## config.mk

```make
export PLATFORM = sky130hd
export DESIGN_NAME = lcmfp_top
export DESIGN_NICKNAME = d
export VERILOG_FILES = /design/src/core/lcmfp_pkg.sv /design/src/core/lcmfp_chan.sv /design/src/core/lcmfp_top.sv
export SDC_FILE = /design/constraint.sdc
export NUM_CORES = 1
export LEC_CHECK = 0
export ABC_CLOCK_PERIOD_IN_PS = 18600
export BUFFER_PORTS_ARGS = -buffer_cell sky130_fd_sc_hd__buf_2
export CAP_MARGIN = 20
export CORE_UTILIZATION = 58
export CTS_BUF_LIST = sky130_fd_sc_hd__clkbuf_4 sky130_fd_sc_hd__clkbuf_8 sky130_fd_sc_hd__clkbuf_16
export CTS_CLUSTER_SIZE = 10
export DETAILED_ROUTE_END_ITERATION = 7
export PLACE_DENSITY = 0.85
export SYNTH_ARGS = -nofsm -noshare
export SYNTH_HDL_FRONTEND = slang
export SYNTH_SLANG_ARGS = --single-unit
```

## constraint.sdc

```tcl
create_clock -name CLK -period 18.6 [get_ports CLK]
set_clock_uncertainty 0.1 [all_clocks]
set_input_delay 4.65 -clock CLK [delete_from_list [all_inputs] [get_ports CLK]]
set_output_delay 4.65 -clock CLK [all_outputs]
set_load 0.01 [all_outputs]
```

## src/core/lcmfp_pkg.sv

```systemverilog
// Purpose: Shared constants for the multi-function port selector
// Assumes: Eight channels, five ports per channel, 4-bit selection codes
// Notes: Register index = {channel, offset}; byte address = 4 * index
package lcmfp_pkg;
  // ----------------------------------------
  // Geometry
  // ----------------------------------------
  localparam int NCH = 8; // Channels
  localparam int NPORT = 5; // Ports per channel
  localparam int SEL_W = 4; // Selection field width
  localparam int ADDR_W = 18; // Byte address width
  localparam logic [7:0] CH_MAX = 8'h07; // Highest channel number
  // Port positions inside a channel
  localparam int P_RXA = 0;
  localparam int P_RXB = 1;
  localparam int P_RXC = 2;
  localparam int P_TXA = 3;
  localparam int P_TXB = 4;
  // ----------------------------------------
  // Register offsets (index form)
  // ----------------------------------------
  localparam logic [7:0] OFF_TERM_CTL = 8'h36; // Holds termination bit
  localparam logic [7:0] OFF_TRI_CTL = 8'h40; // Holds receive tristate bit
  localparam logic [7:0] OFF_CFG_ONE = 8'h80;
  localparam logic [7:0] OFF_CFG_TWO = 8'h81;
  localparam logic [7:0] OFF_CFG_THREE = 8'h82;
  localparam logic [7:0] OFF_CFG_FIVE = 8'h84;
  localparam logic [7:0] OFF_READBACK = 8'hab;
  // ----------------------------------------
  // Field positions and reset values
  // ----------------------------------------
  localparam int RXSEL_LSB = 0; // Receive field in cfg one/two/three
  localparam int TXSEL_LSB = 4; // Transmit field in cfg one/two
  localparam int RCLK_EN_BIT = 0; // Clock output enable in cfg five
  localparam int TERM_BIT = 0; // Termination bit in term ctl
  localparam int TRI_BIT = 0; // Tristate bit in tri ctl
  localparam logic [3:0] SEL_RST = 4'h0;
  localparam logic [3:0] RXC_SEL_RST = 4'hf;
  localparam logic RCLK_EN_RST = 1'b0;
  localparam logic BIT_RST = 1'b0;
  // ----------------------------------------
  // Selection codes
  // ----------------------------------------
  localparam logic [3:0] C_TX_CLK_IN = 4'h3; // Tx clock input
  localparam logic [3:0] C_TX_CLK_OUT = 4'h7; // Tx clock output
  localparam logic [3:0] C_TERM = 4'h8; // Rx termination / tx tristate high
  localparam logic [3:0] C_GEN_IN = 4'h9; // General input
  localparam logic [3:0] C_HIGH = 4'ha; // Fixed high output
  localparam logic [3:0] C_LOW = 4'hb; // Fixed low output
  localparam logic [3:0] C_LOS = 4'hc; // Loss of signal out (rx only)
  localparam logic [3:0] C_TRI_IN = 4'hd; // Rx tristate in / tx neg rail in
  localparam logic [3:0] C_NEG = 4'he; // Rx neg rail out / tx tristate low
  localparam logic [3:0] C_RCLK = 4'hf; // Recovered clock out (rx only)
endpackage

```

## src/core/lcmfp_chan.sv

```systemverilog
// Purpose: Per-channel routing of five multi-function ports
// Assumes: Pin levels arrive already synchronised and filtered
// Notes: All outputs registered; one cycle from cause to pin
`timescale 1ns/1ps
module lcmfp_chan (
  input wire logic clk,
  input wire logic rst_n,
  input wire logic [3:0] sel_rxa,
  input wire logic [3:0] sel_rxb,
  input wire logic [3:0] sel_rxc,
  input wire logic [3:0] sel_txa,
  input wire logic [3:0] sel_txb,
  input wire logic rclk_en,
  input wire logic term_bit,
  input wire logic tri_bit,
  input wire logic [4:0] lvl,
  input wire logic rclk,
  input wire logic los,
  input wire logic neg,
  input wire logic txclk,
  output logic [4:0] pin_out,
  output logic [4:0] pin_oe_n,
  output logic term,
  output logic rx_tri,
  output logic tx_tri,
  output logic tx_clk_in,
  output logic tx_neg_in
);
  // ----------------------------------------
  // Decode
  // ----------------------------------------
  logic [3:0] sel [lcmfp_pkg::NPORT]; // Field per port
  logic term_c, rxtri_c, txtri_c, txclk_c, tneg_c;
  logic [4:0] out_c, oen_c;

  // Gather fields so the loops can index them
  always_comb begin
    sel[lcmfp_pkg::P_RXA] = sel_rxa;
    sel[lcmfp_pkg::P_RXB] = sel_rxb;
    sel[lcmfp_pkg::P_RXC] = sel_rxc;
    sel[lcmfp_pkg::P_TXA] = sel_txa;
    sel[lcmfp_pkg::P_TXB] = sel_txb;
  end

  // Input functions: several ports on one function are OR'd, harmless
  always_comb begin
    term_c = term_bit;
    rxtri_c = tri_bit;
    txtri_c = 1'b0;
    txclk_c = 1'b0;
    tneg_c = 1'b0;
    for (int p = 0; p < lcmfp_pkg::NPORT; p++) begin
      if (p <= lcmfp_pkg::P_RXC) begin
        if (sel[p] == lcmfp_pkg::C_TERM) term_c = term_c | lvl[p];
        if (sel[p] == lcmfp_pkg::C_TRI_IN) rxtri_c = rxtri_c | lvl[p];
      end else begin
        if (sel[p] == lcmfp_pkg::C_TX_CLK_IN) txclk_c = txclk_c | lvl[p];
        if (sel[p] == lcmfp_pkg::C_TERM) txtri_c = txtri_c | lvl[p];
        if (sel[p] == lcmfp_pkg::C_NEG) txtri_c = txtri_c | ~lvl[p];
        if (sel[p] == lcmfp_pkg::C_TRI_IN) tneg_c = tneg_c | lvl[p];
      end
    end
  end

  // Output functions; anything else leaves the pin passive
  always_comb begin
    out_c = '1;
    oen_c = '1;
    for (int p = 0; p < lcmfp_pkg::NPORT; p++) begin
      case (sel[p])
        lcmfp_pkg::C_HIGH: begin
          out_c[p] = 1'b1;
          oen_c[p] = 1'b0;
        end
        lcmfp_pkg::C_LOW: begin
          out_c[p] = 1'b0;
          oen_c[p] = 1'b0;
        end
        lcmfp_pkg::C_LOS: begin
          out_c[p] = los;
          oen_c[p] = (p > lcmfp_pkg::P_RXC);
        end
        lcmfp_pkg::C_NEG: begin
          out_c[p] = neg;
          oen_c[p] = (p > lcmfp_pkg::P_RXC);
        end
        lcmfp_pkg::C_RCLK: begin
          // Undriven pin floats to the board pull-up
          out_c[p] = rclk;
          oen_c[p] = (p > lcmfp_pkg::P_RXC) | ~rclk_en | rxtri_c;
        end
        lcmfp_pkg::C_TX_CLK_OUT: begin
          out_c[p] = txclk;
          oen_c[p] = (p <= lcmfp_pkg::P_RXC);
        end
        default: begin
          out_c[p] = 1'b1;
          oen_c[p] = 1'b1;
        end
      endcase
    end
  end

  // ----------------------------------------
  // Registered outputs
  // ----------------------------------------
  // Pins: reset leaves every pin passive
  always_ff @(posedge clk or negedge rst_n) begin
    if (!rst_n) begin
      pin_out <= '1;
      pin_oe_n <= '1;
    end else begin
      pin_out <= out_c;
      pin_oe_n <= oen_c;
    end
  end

  // Internal function lines
  always_ff @(posedge clk or negedge rst_n) begin
    if (!rst_n) begin
      term <= 1'b0;
      rx_tri <= 1'b0;
      tx_tri <= 1'b0;
      tx_clk_in <= 1'b0;
      tx_neg_in <= 1'b0;
    end else begin
      term <= term_c;
      rx_tri <= rxtri_c;
      tx_tri <= txtri_c;
      tx_clk_in <= txclk_c;
      tx_neg_in <= tneg_c;
    end
  end
endmodule

```

## src/core/lcmfp_top.sv

```systemverilog
// Purpose: APB register front end and pin conditioning for port selection
// Assumes: Single clock, zero-wait APB, channel number in index bits 15:8
// Notes: Pin inputs pass three flops; level changes when stages 2 and 3 agree
// Notes: Idle pins read high; the sync stages start at that level
`timescale 1ns/1ps
module lcmfp_top #(
  parameter int NCH = lcmfp_pkg::NCH
) (
  input wire logic CLK,
  input wire logic NRST,
  input wire logic PSEL,
  input wire logic PENABLE,
  input wire logic PWRITE,
  input wire logic [lcmfp_pkg::ADDR_W-1:0] PADDR,
  input wire logic [31:0] PWDATA,
  input wire logic [3:0] PSTRB,
  output logic [31:0] PRDATA,
  output logic PREADY,
  output logic PSLVERR,
  input wire logic [NCH*lcmfp_pkg::NPORT-1:0] PORT_IN,
  output logic [NCH*lcmfp_pkg::NPORT-1:0] PORT_OUT,
  output logic [NCH*lcmfp_pkg::NPORT-1:0] PORT_OE_N,
  input wire logic [NCH-1:0] RX_CLK_SRC,
  input wire logic [NCH-1:0] RX_LOS,
  input wire logic [NCH-1:0] RX_NEG_RAIL,
  input wire logic [NCH-1:0] TX_CLK_SRC,
  output logic [NCH-1:0] RX_TERMINATION,
  output logic [NCH-1:0] RX_SIDE_TRISTATE,
  output logic [NCH-1:0] TX_LINE_TRISTATE,
  output logic [NCH-1:0] TX_CLOCK_IN,
  output logic [NCH-1:0] TX_NEG_RAIL_IN
);
  localparam int NP = NCH * lcmfp_pkg::NPORT; // All port pins

  // ----------------------------------------
  // Reset release
  // ----------------------------------------
  logic rst_meta_reg, rst_sync_n; // Two-stage release

  // Assert at once, release after two edges
  always_ff @(posedge CLK or negedge NRST) begin
    if (!NRST) begin
      rst_meta_reg <= 1'b0;
      rst_sync_n <= 1'b0;
    end else begin
      rst_meta_reg <= 1'b1;
      rst_sync_n <= rst_meta_reg;
    end
  end

  // ----------------------------------------
  // Pin conditioning
  // ----------------------------------------
  logic [NP-1:0] s1_reg, s2_reg, s3_reg; // Sync stages
  logic [NP-1:0] lvl_reg; // Accepted level per port

  // Three stages; stage one feeds only stage two
  always_ff @(posedge CLK or negedge rst_sync_n) begin
    if (!rst_sync_n) begin
      // Pull-up level, so no false low is reported right after reset
      // while the stages refill
      s1_reg <= '1;
      s2_reg <= '1;
      s3_reg <= '1;
    end else begin
      s1_reg <= PORT_IN;
      s2_reg <= s1_reg;
      s3_reg <= s2_reg;
    end
  end

  // A level counts once two later stages agree; glitches are dropped
  always_ff @(posedge CLK or negedge rst_sync_n) begin
    if (!rst_sync_n) begin
      lvl_reg <= '1;
    end else begin
      for (int i = 0; i < NP; i++) begin
        if (s2_reg[i] == s3_reg[i]) lvl_reg[i] <= s3_reg[i];
      end
    end
  end

  // ----------------------------------------
  // Configuration registers
  // ----------------------------------------
  logic [3:0] rx_a_sel_reg [NCH]; // Receive port a field
  logic [3:0] rx_b_sel_reg [NCH];
  logic [3:0] rx_c_sel_reg [NCH];
  logic [3:0] tx_a_sel_reg [NCH]; // Transmit port a field
  logic [3:0] tx_b_sel_reg [NCH];
  logic [NCH-1:0] rclk_en_reg; // Recovered clock output enable
  logic [NCH-1:0] term_bit_reg; // Termination register bit
  logic [NCH-1:0] tri_bit_reg; // Receive tristate register bit

  // Address split: PADDR[1:0] must be zero
  logic [7:0] a_ch, a_off;
  logic [2:0] chi;
  logic mapped, wr_en;
  logic [31:0] rd_val;
  assign a_ch = PADDR[17:10];
  assign a_off = PADDR[9:2];
  assign chi = a_ch[2:0];

  // Known register offsets inside a channel
  function automatic logic known_off(input logic [7:0] off);
    return off == lcmfp_pkg::OFF_CFG_ONE || off == lcmfp_pkg::OFF_CFG_TWO ||
           off == lcmfp_pkg::OFF_CFG_THREE || off == lcmfp_pkg::OFF_CFG_FIVE ||
           off == lcmfp_pkg::OFF_READBACK || off == lcmfp_pkg::OFF_TERM_CTL ||
           off == lcmfp_pkg::OFF_TRI_CTL;
  endfunction

  // Place a 4-bit field at its bit position, msb on the left
  function automatic logic [31:0] put_sel(input logic [3:0] v, input int lsb);
    return 32'(v) << lsb;
  endfunction

  // Unmapped: channel above seven, unknown offset or misaligned address
  assign mapped = (PADDR[1:0] == 2'h0) && (a_ch <= lcmfp_pkg::CH_MAX) &&
                  (32'(a_ch) < NCH) && known_off(a_off);
  // Write lands only on the completing access edge
  assign wr_en = PSEL && PENABLE && PREADY && PWRITE && PSTRB[0] && mapped;

  // Read mux; reserved bits read zero
  always_comb begin
    rd_val = 32'h0;
    case (a_off)
      lcmfp_pkg::OFF_CFG_ONE: rd_val = put_sel(rx_a_sel_reg[chi], lcmfp_pkg::RXSEL_LSB) |
                                       put_sel(tx_a_sel_reg[chi], lcmfp_pkg::TXSEL_LSB);
      lcmfp_pkg::OFF_CFG_TWO: rd_val = put_sel(rx_b_sel_reg[chi], lcmfp_pkg::RXSEL_LSB) |
                                       put_sel(tx_b_sel_reg[chi], lcmfp_pkg::TXSEL_LSB);
      lcmfp_pkg::OFF_CFG_THREE: rd_val = put_sel(rx_c_sel_reg[chi], lcmfp_pkg::RXSEL_LSB);
      lcmfp_pkg::OFF_CFG_FIVE: rd_val[lcmfp_pkg::RCLK_EN_BIT] = rclk_en_reg[chi];
      lcmfp_pkg::OFF_TERM_CTL: rd_val[lcmfp_pkg::TERM_BIT] = term_bit_reg[chi];
      lcmfp_pkg::OFF_TRI_CTL: rd_val[lcmfp_pkg::TRI_BIT] = tri_bit_reg[chi];
      lcmfp_pkg::OFF_READBACK: rd_val[4:0] = lvl_reg[chi*lcmfp_pkg::NPORT +: 5];
      default: rd_val = 32'h0;
    endcase
  end

  // Field storage; reserved write bits are dropped
  // Only byte lane zero gates writes, since every field sits in it
  always_ff @(posedge CLK or negedge rst_sync_n) begin
    if (!rst_sync_n) begin
      for (int c = 0; c < NCH; c++) begin
        rx_a_sel_reg[c] <= lcmfp_pkg::SEL_RST;
        rx_b_sel_reg[c] <= lcmfp_pkg::SEL_RST;
        rx_c_sel_reg[c] <= lcmfp_pkg::RXC_SEL_RST;
        tx_a_sel_reg[c] <= lcmfp_pkg::SEL_RST;
        tx_b_sel_reg[c] <= lcmfp_pkg::SEL_RST;
      end
    end else if (wr_en) begin
      case (a_off)
        lcmfp_pkg::OFF_CFG_ONE: begin
          rx_a_sel_reg[chi] <= PWDATA[lcmfp_pkg::RXSEL_LSB +: lcmfp_pkg::SEL_W];
          tx_a_sel_reg[chi] <= PWDATA[lcmfp_pkg::TXSEL_LSB +: lcmfp_pkg::SEL_W];
        end
        lcmfp_pkg::OFF_CFG_TWO: begin
          rx_b_sel_reg[chi] <= PWDATA[lcmfp_pkg::RXSEL_LSB +: lcmfp_pkg::SEL_W];
          tx_b_sel_reg[chi] <= PWDATA[lcmfp_pkg::TXSEL_LSB +: lcmfp_pkg::SEL_W];
        end
        lcmfp_pkg::OFF_CFG_THREE: begin
          rx_c_sel_reg[chi] <= PWDATA[lcmfp_pkg::RXSEL_LSB +: lcmfp_pkg::SEL_W];
        end
        default: begin
        end
      endcase
    end
  end

  // Single control bits
  always_ff @(posedge CLK or negedge rst_sync_n) begin
    if (!rst_sync_n) begin
      rclk_en_reg <= {NCH{lcmfp_pkg::RCLK_EN_RST}};
      term_bit_reg <= {NCH{lcmfp_pkg::BIT_RST}};
      tri_bit_reg <= {NCH{lcmfp_pkg::BIT_RST}};
    end else if (wr_en) begin
      if (a_off == lcmfp_pkg::OFF_CFG_FIVE) rclk_en_reg[chi] <= PWDATA[lcmfp_pkg::RCLK_EN_BIT];
      if (a_off == lcmfp_pkg::OFF_TERM_CTL) term_bit_reg[chi] <= PWDATA[lcmfp_pkg::TERM_BIT];
      if (a_off == lcmfp_pkg::OFF_TRI_CTL) tri_bit_reg[chi] <= PWDATA[lcmfp_pkg::TRI_BIT];
    end
  end

  // ----------------------------------------
  // APB answer
  // ----------------------------------------
  // Answer prepared in setup, so access completes in its first cycle
  // Read data holds until the next setup; the error flag only with ready
  always_ff @(posedge CLK or negedge rst_sync_n) begin
    if (!rst_sync_n) begin
      PREADY <= 1'b0;
      PRDATA <= 32'h0;
      PSLVERR <= 1'b0;
    end else begin
      PREADY <= PSEL && !PENABLE;
      if (PSEL && !PENABLE) begin
        PRDATA <= (mapped && !PWRITE) ? rd_val : 32'h0;
        PSLVERR <= !mapped;
      end else begin
        PSLVERR <= 1'b0;
      end
    end
  end

  // ----------------------------------------
  // Channels
  // ----------------------------------------
  for (genvar c = 0; c < NCH; c++) begin : g_ch
    // Five ports per channel: three receive, two transmit
    lcmfp_chan u_chan (
      .clk(CLK),
      .rst_n(rst_sync_n),
      .sel_rxa(rx_a_sel_reg[c]),
      .sel_rxb(rx_b_sel_reg[c]),
      .sel_rxc(rx_c_sel_reg[c]),
      .sel_txa(tx_a_sel_reg[c]),
      .sel_txb(tx_b_sel_reg[c]),
      .rclk_en(rclk_en_reg[c]),
      .term_bit(term_bit_reg[c]),
      .tri_bit(tri_bit_reg[c]),
      .lvl(lvl_reg[c*lcmfp_pkg::NPORT +: lcmfp_pkg::NPORT]),
      .rclk(RX_CLK_SRC[c]),
      .los(RX_LOS[c]),
      .neg(RX_NEG_RAIL[c]),
      .txclk(TX_CLK_SRC[c]),
      .pin_out(PORT_OUT[c*lcmfp_pkg::NPORT +: lcmfp_pkg::NPORT]),
      .pin_oe_n(PORT_OE_N[c*lcmfp_pkg::NPORT +: lcmfp_pkg::NPORT]),
      .term(RX_TERMINATION[c]),
      .rx_tri(RX_SIDE_TRISTATE[c]),
      .tx_tri(TX_LINE_TRISTATE[c]),
      .tx_clk_in(TX_CLOCK_IN[c]),
      .tx_neg_in(TX_NEG_RAIL_IN[c])
    );
  end
endmodule

```

==> run summary <==
The run finished with clean final reports. Of the available clock period, the critical path in the final layout requires 38.3%. Leaving out fill and tap cells, the most frequent cell in the layout is sky130_fd_sc_hd__dfstp_2.

The max-slew violation count came out at 0. The number of vias after detailed routing came out at around 17000. The sequential fraction of design power came out at 49.1%. The top routing layer in use is met4. On the worst path, the slowest cell contributes a delay of roughly 0.69 ns.

Pin placement for this block handled 285 I/O pins. The first global-routing pass estimated around 97 mm of wire. The leakage power figure came out at about 11 nW. The compound-cell area share of the yosys netlist is 10.8%. The final setup violation count is 0. The net switching power figure came out at 513 uW. The detailed router finished its first iteration with ~1700 violations.

Clock-pin slew was measured on the worst setup and hold paths at approximately 0.060 ns. The multi-input logic area came out at roughly 8800 um2. The initial antenna violation count came out at 1. The number of input and output port buffers inserted came out at about 230. The number of buffer and inverter stages on the critical path came out at 2. In the final routing, the length of wire on met1 measures 26.0 mm. STA classifies the critical path startpoint as an input pin. The H-tree depth came out at 2. Synthesis instantiated 75 different standard cells from the library. The number of design rule violations left after detail routing came out at 0. The post-CTS setup repair buffer count came out at 0. The worst setup path is captured at a register. The number of hold-slack violations in the final timing report came to 0.

After synthesis, the share of cell area in mux cells is 14.3%. The placeable core region came out at 37600 um2. The sequential share of the synthesized area is 55.5%. The count of flip-flops with a built-in enable after synthesis is 0. Detailed routing placed a total of 6.15 mm of wire on met3. The min-delay analysis places its worst path in the category register to register. The cts-stage hold buffer count came out at 0. The floorplan die height is 197 um. The register area is 12300 um2. The power after layout came out at 2.25 mW.

The number of vias per cell is 6.36. The area share of xor/xnor cells in the synthesized design came out at 0%. The slowest stage of the critical path is the sky130_fd_sc_hd__nor2b_1 cell. The arrival time of the worst setup path came out at 7.56 ns. The number of core rows is just over 70.

The number of max-cap violations came out at 0. Cells with a size suffix above 1 make up 41.7% of the layout. The number of cells upsized or downsized after cts is 0. The aggregate global routing overflow came out at 0.

The worst hold margin is ~0.25 ns. The total power per unit cell area came out at 90.0 nW/um2. The netlist area before placement came out at between 20000 and 25000 um2. Of the total synthesized cell area, the portion taken by full adders, half adders and majority gates is roughly 1.8%. Traced cell by cell, the critical path runs through buf_2, buf_4, nor2b_1, nand2_1, nor2_1, mux2_2. The layout overhead on the synthesized area is 13.0%. The clock reaches the later pin of the worst-skew pair after 0.61 ns. The critical path required time came out at 19.04 ns. The category of cells accounting for the largest share of critical-path delay is simple AND/OR/NAND/NOR gates.

The dominant combinational cell family by area after synthesis is multiplexers. At the pin with the least slew margin, the transition time is 1.07 ns. Setup repair after global routing left no endpoint under its margin. The wire length per cell is ~25 um. The half-perimeter wire length after placement is around 45 mm. The gate count after technology mapping came out at 1886.

The worst-case headroom to the max-slew limit came out at 28.8%. The flop-to-flop setup slack is roughly 15 ns. In the layout the commonest cells are 272 x sky130_fd_sc_hd__dfstp_2, 233 x sky130_fd_sc_hd__buf_2, 203 x sky130_fd_sc_hd__dfrtp_1. The via count of the first global-routing pass came out at 16000.

In the post-synthesis netlist, the biggest area contributors are sky130_fd_sc_hd__dfstp_2 32%, sky130_fd_sc_hd__dfrtp_1 23%, sky130_fd_sc_hd__mux2_2 10%, sky130_fd_sc_hd__nand2_1 2.8%, sky130_fd_sc_hd__mux4_2 2.5%. The pin count of the biggest net entering global routing is ~180. The net count reported at finish is 2170. The number of filler cells placed in the layout came out at 2717. Among all flip-flop cells after synthesis, the most frequent one is sky130_fd_sc_hd__dfstp_2.

TritonCTS built the clock tree. The aggregate global-route resource usage came out at 33.5%. The pre-antenna-repair detailed-routing pass consisted of 6 iterations. The combinational share of power is 4.5%. The final setup TNS came out at 0 ns. The clock period minus final worst setup slack is 7.12 ns. In this run the horizontal extent of the chip is 197 um. The sink count of the clock tree is 476. The master cell of the clock root buffer is sky130_fd_sc_hd__clkbuf_16. The share of total power consumed by net switching is 22.8%. The remaining antenna violation count is 0.

Of all cell types, the one taking the most synthesized area is sky130_fd_sc_hd__dfstp_2. The achievable clock frequency is 140 MHz. The global placement routability congestion came out at 1.01. The routed wire length is 64.4 mm. The setup path with the least slack is of type input pin to register. The die covers 38900 um2. The internal power component came out at 1.74 mW. The async set or reset register ratio after synthesis is 100%. The maximum vdd drop came out at approximately 0.081 mV. The number of buffers inserted during clock tree synthesis came out at 55. The total of warnings raised by yosys is 0. The initial standard-cell utilization of the core is between 50% and 60%. The number of register bits inferred by synthesis came out at between 400 and 500. The mean post-synth cell area came out at 11.7 um2. The clock share of power came out at 46.4%.

The maximum clock path buffer count is 3. The post-layout utilization of the core came out at 66.5%. Wire segments on met2 add up to 29.3 mm in the final route. The proportion of netlist area held by the largest area contributor is 32.4%. The simple-gate portion of the synthesized area came out at about an eighth. The largest driver fanout on the critical path came out at 47.
==> synthesized netlist by cell type, types with 15 or more instances <==
library cell,n
sky130_fd_sc_hd__nor3_1,15
sky130_fd_sc_hd__clkbuf_1,87
sky130_fd_sc_hd__nor2b_1,57
sky130_fd_sc_hd__o21ai_0,80
sky130_fd_sc_hd__a31oi_1,22
sky130_fd_sc_hd__inv_1,45
sky130_fd_sc_hd__mux2_2,197
sky130_fd_sc_hd__a21boi_0,22
sky130_fd_sc_hd__a22o_1,16
sky130_fd_sc_hd__nand4_1,34
sky130_fd_sc_hd__buf_2,17
sky130_fd_sc_hd__dfrtp_1,204
sky130_fd_sc_hd__buf_4,65
sky130_fd_sc_hd__maj3_1,40
sky130_fd_sc_hd__nor2_1,135
sky130_fd_sc_hd__o22ai_1,25
sky130_fd_sc_hd__nand2_1,162
sky130_fd_sc_hd__mux2i_1,32
sky130_fd_sc_hd__a21oi_1,66
sky130_fd_sc_hd__dfstp_2,272
sky130_fd_sc_hd__a22oi_1,16
sky130_fd_sc_hd__a221oi_1,16
sky130_fd_sc_hd__mux4_2,25
sky130_fd_sc_hd__nand3_1,54
sky130_fd_sc_hd__nand2b_1,16
==> routing by layer <==
| metal | GRT usage [%] | vias to the layer above |
|---|---|---|
| met5 | 0 | - |
| met4 | 15.0 | 0 |
| met3 | 6.47 | 174 |
| met2 | 51.0 | 1018 |
| met1 | 47.0 | 8297 |
| li1 | - | 7016 |
==> final timing paths <==
kind,startpoint,cells past startpoint,to
max in group asynchronous,NRST,1,rst_sync_n
min in group asynchronous,rst_sync_n,0,rx_b_sel_reg[11]
max reg2reg,rst_sync_n,5,g_ch[6].u_chan.tx_neg_in
max,PADDR[11],6,rx_c_sel_reg[23]
min,s1_reg[11],0,s2_reg[11]
min reg2reg,s1_reg[11],0,s2_reg[11]
==> metrics by stage <==
stage / setup WS [ns] / cells / instance area [um2]
final: 11.48 / 2596 / 25000
after global routing: 11.36 / 2595 / 25000
after CTS: 11.61 / 2593 / 24900
after detailed placement: 10.97 / 2491 / 23200
after global placement: 10.97 / 2491 / 23200
after floorplan: 4.73 / 1909 / 22200
==> power by group through the flow <==
stage                     Sequential (mW)  Clock [mW]  Combinational [mW]
after global routing                 1.11        1.10               0.109
after detailed placement             1.12           0              0.0980
after CTS                            1.10        1.06              0.0985
after global placement               1.12           0              0.0955
after floorplan                      1.12           0              0.0511
final                                1.10        1.04               0.101
==> kinds of logic after synthesis <==
kind of cell	after synthesis
and+or+nand+nor	536
AOI/OAI and AO/OA	354
DFF	476
adders and majority gates	40
buffers and inverters	218
other	2
muxes	260
==> final cells by class <==
type / instances / share of cell area [%]
sequential: 476 / 49.1
multi-input combinational: 1215 / 35.4
clock buffer: 97 / 6.90
timing repair buffer: 245 / 5.21
tap: 511 / 2.56
inverter: 46 / 0.691
clock inverter: 5 / 0.145
antenna: 1 / 0.0100
No activity file was read; power rests on OpenSTA's default activity.
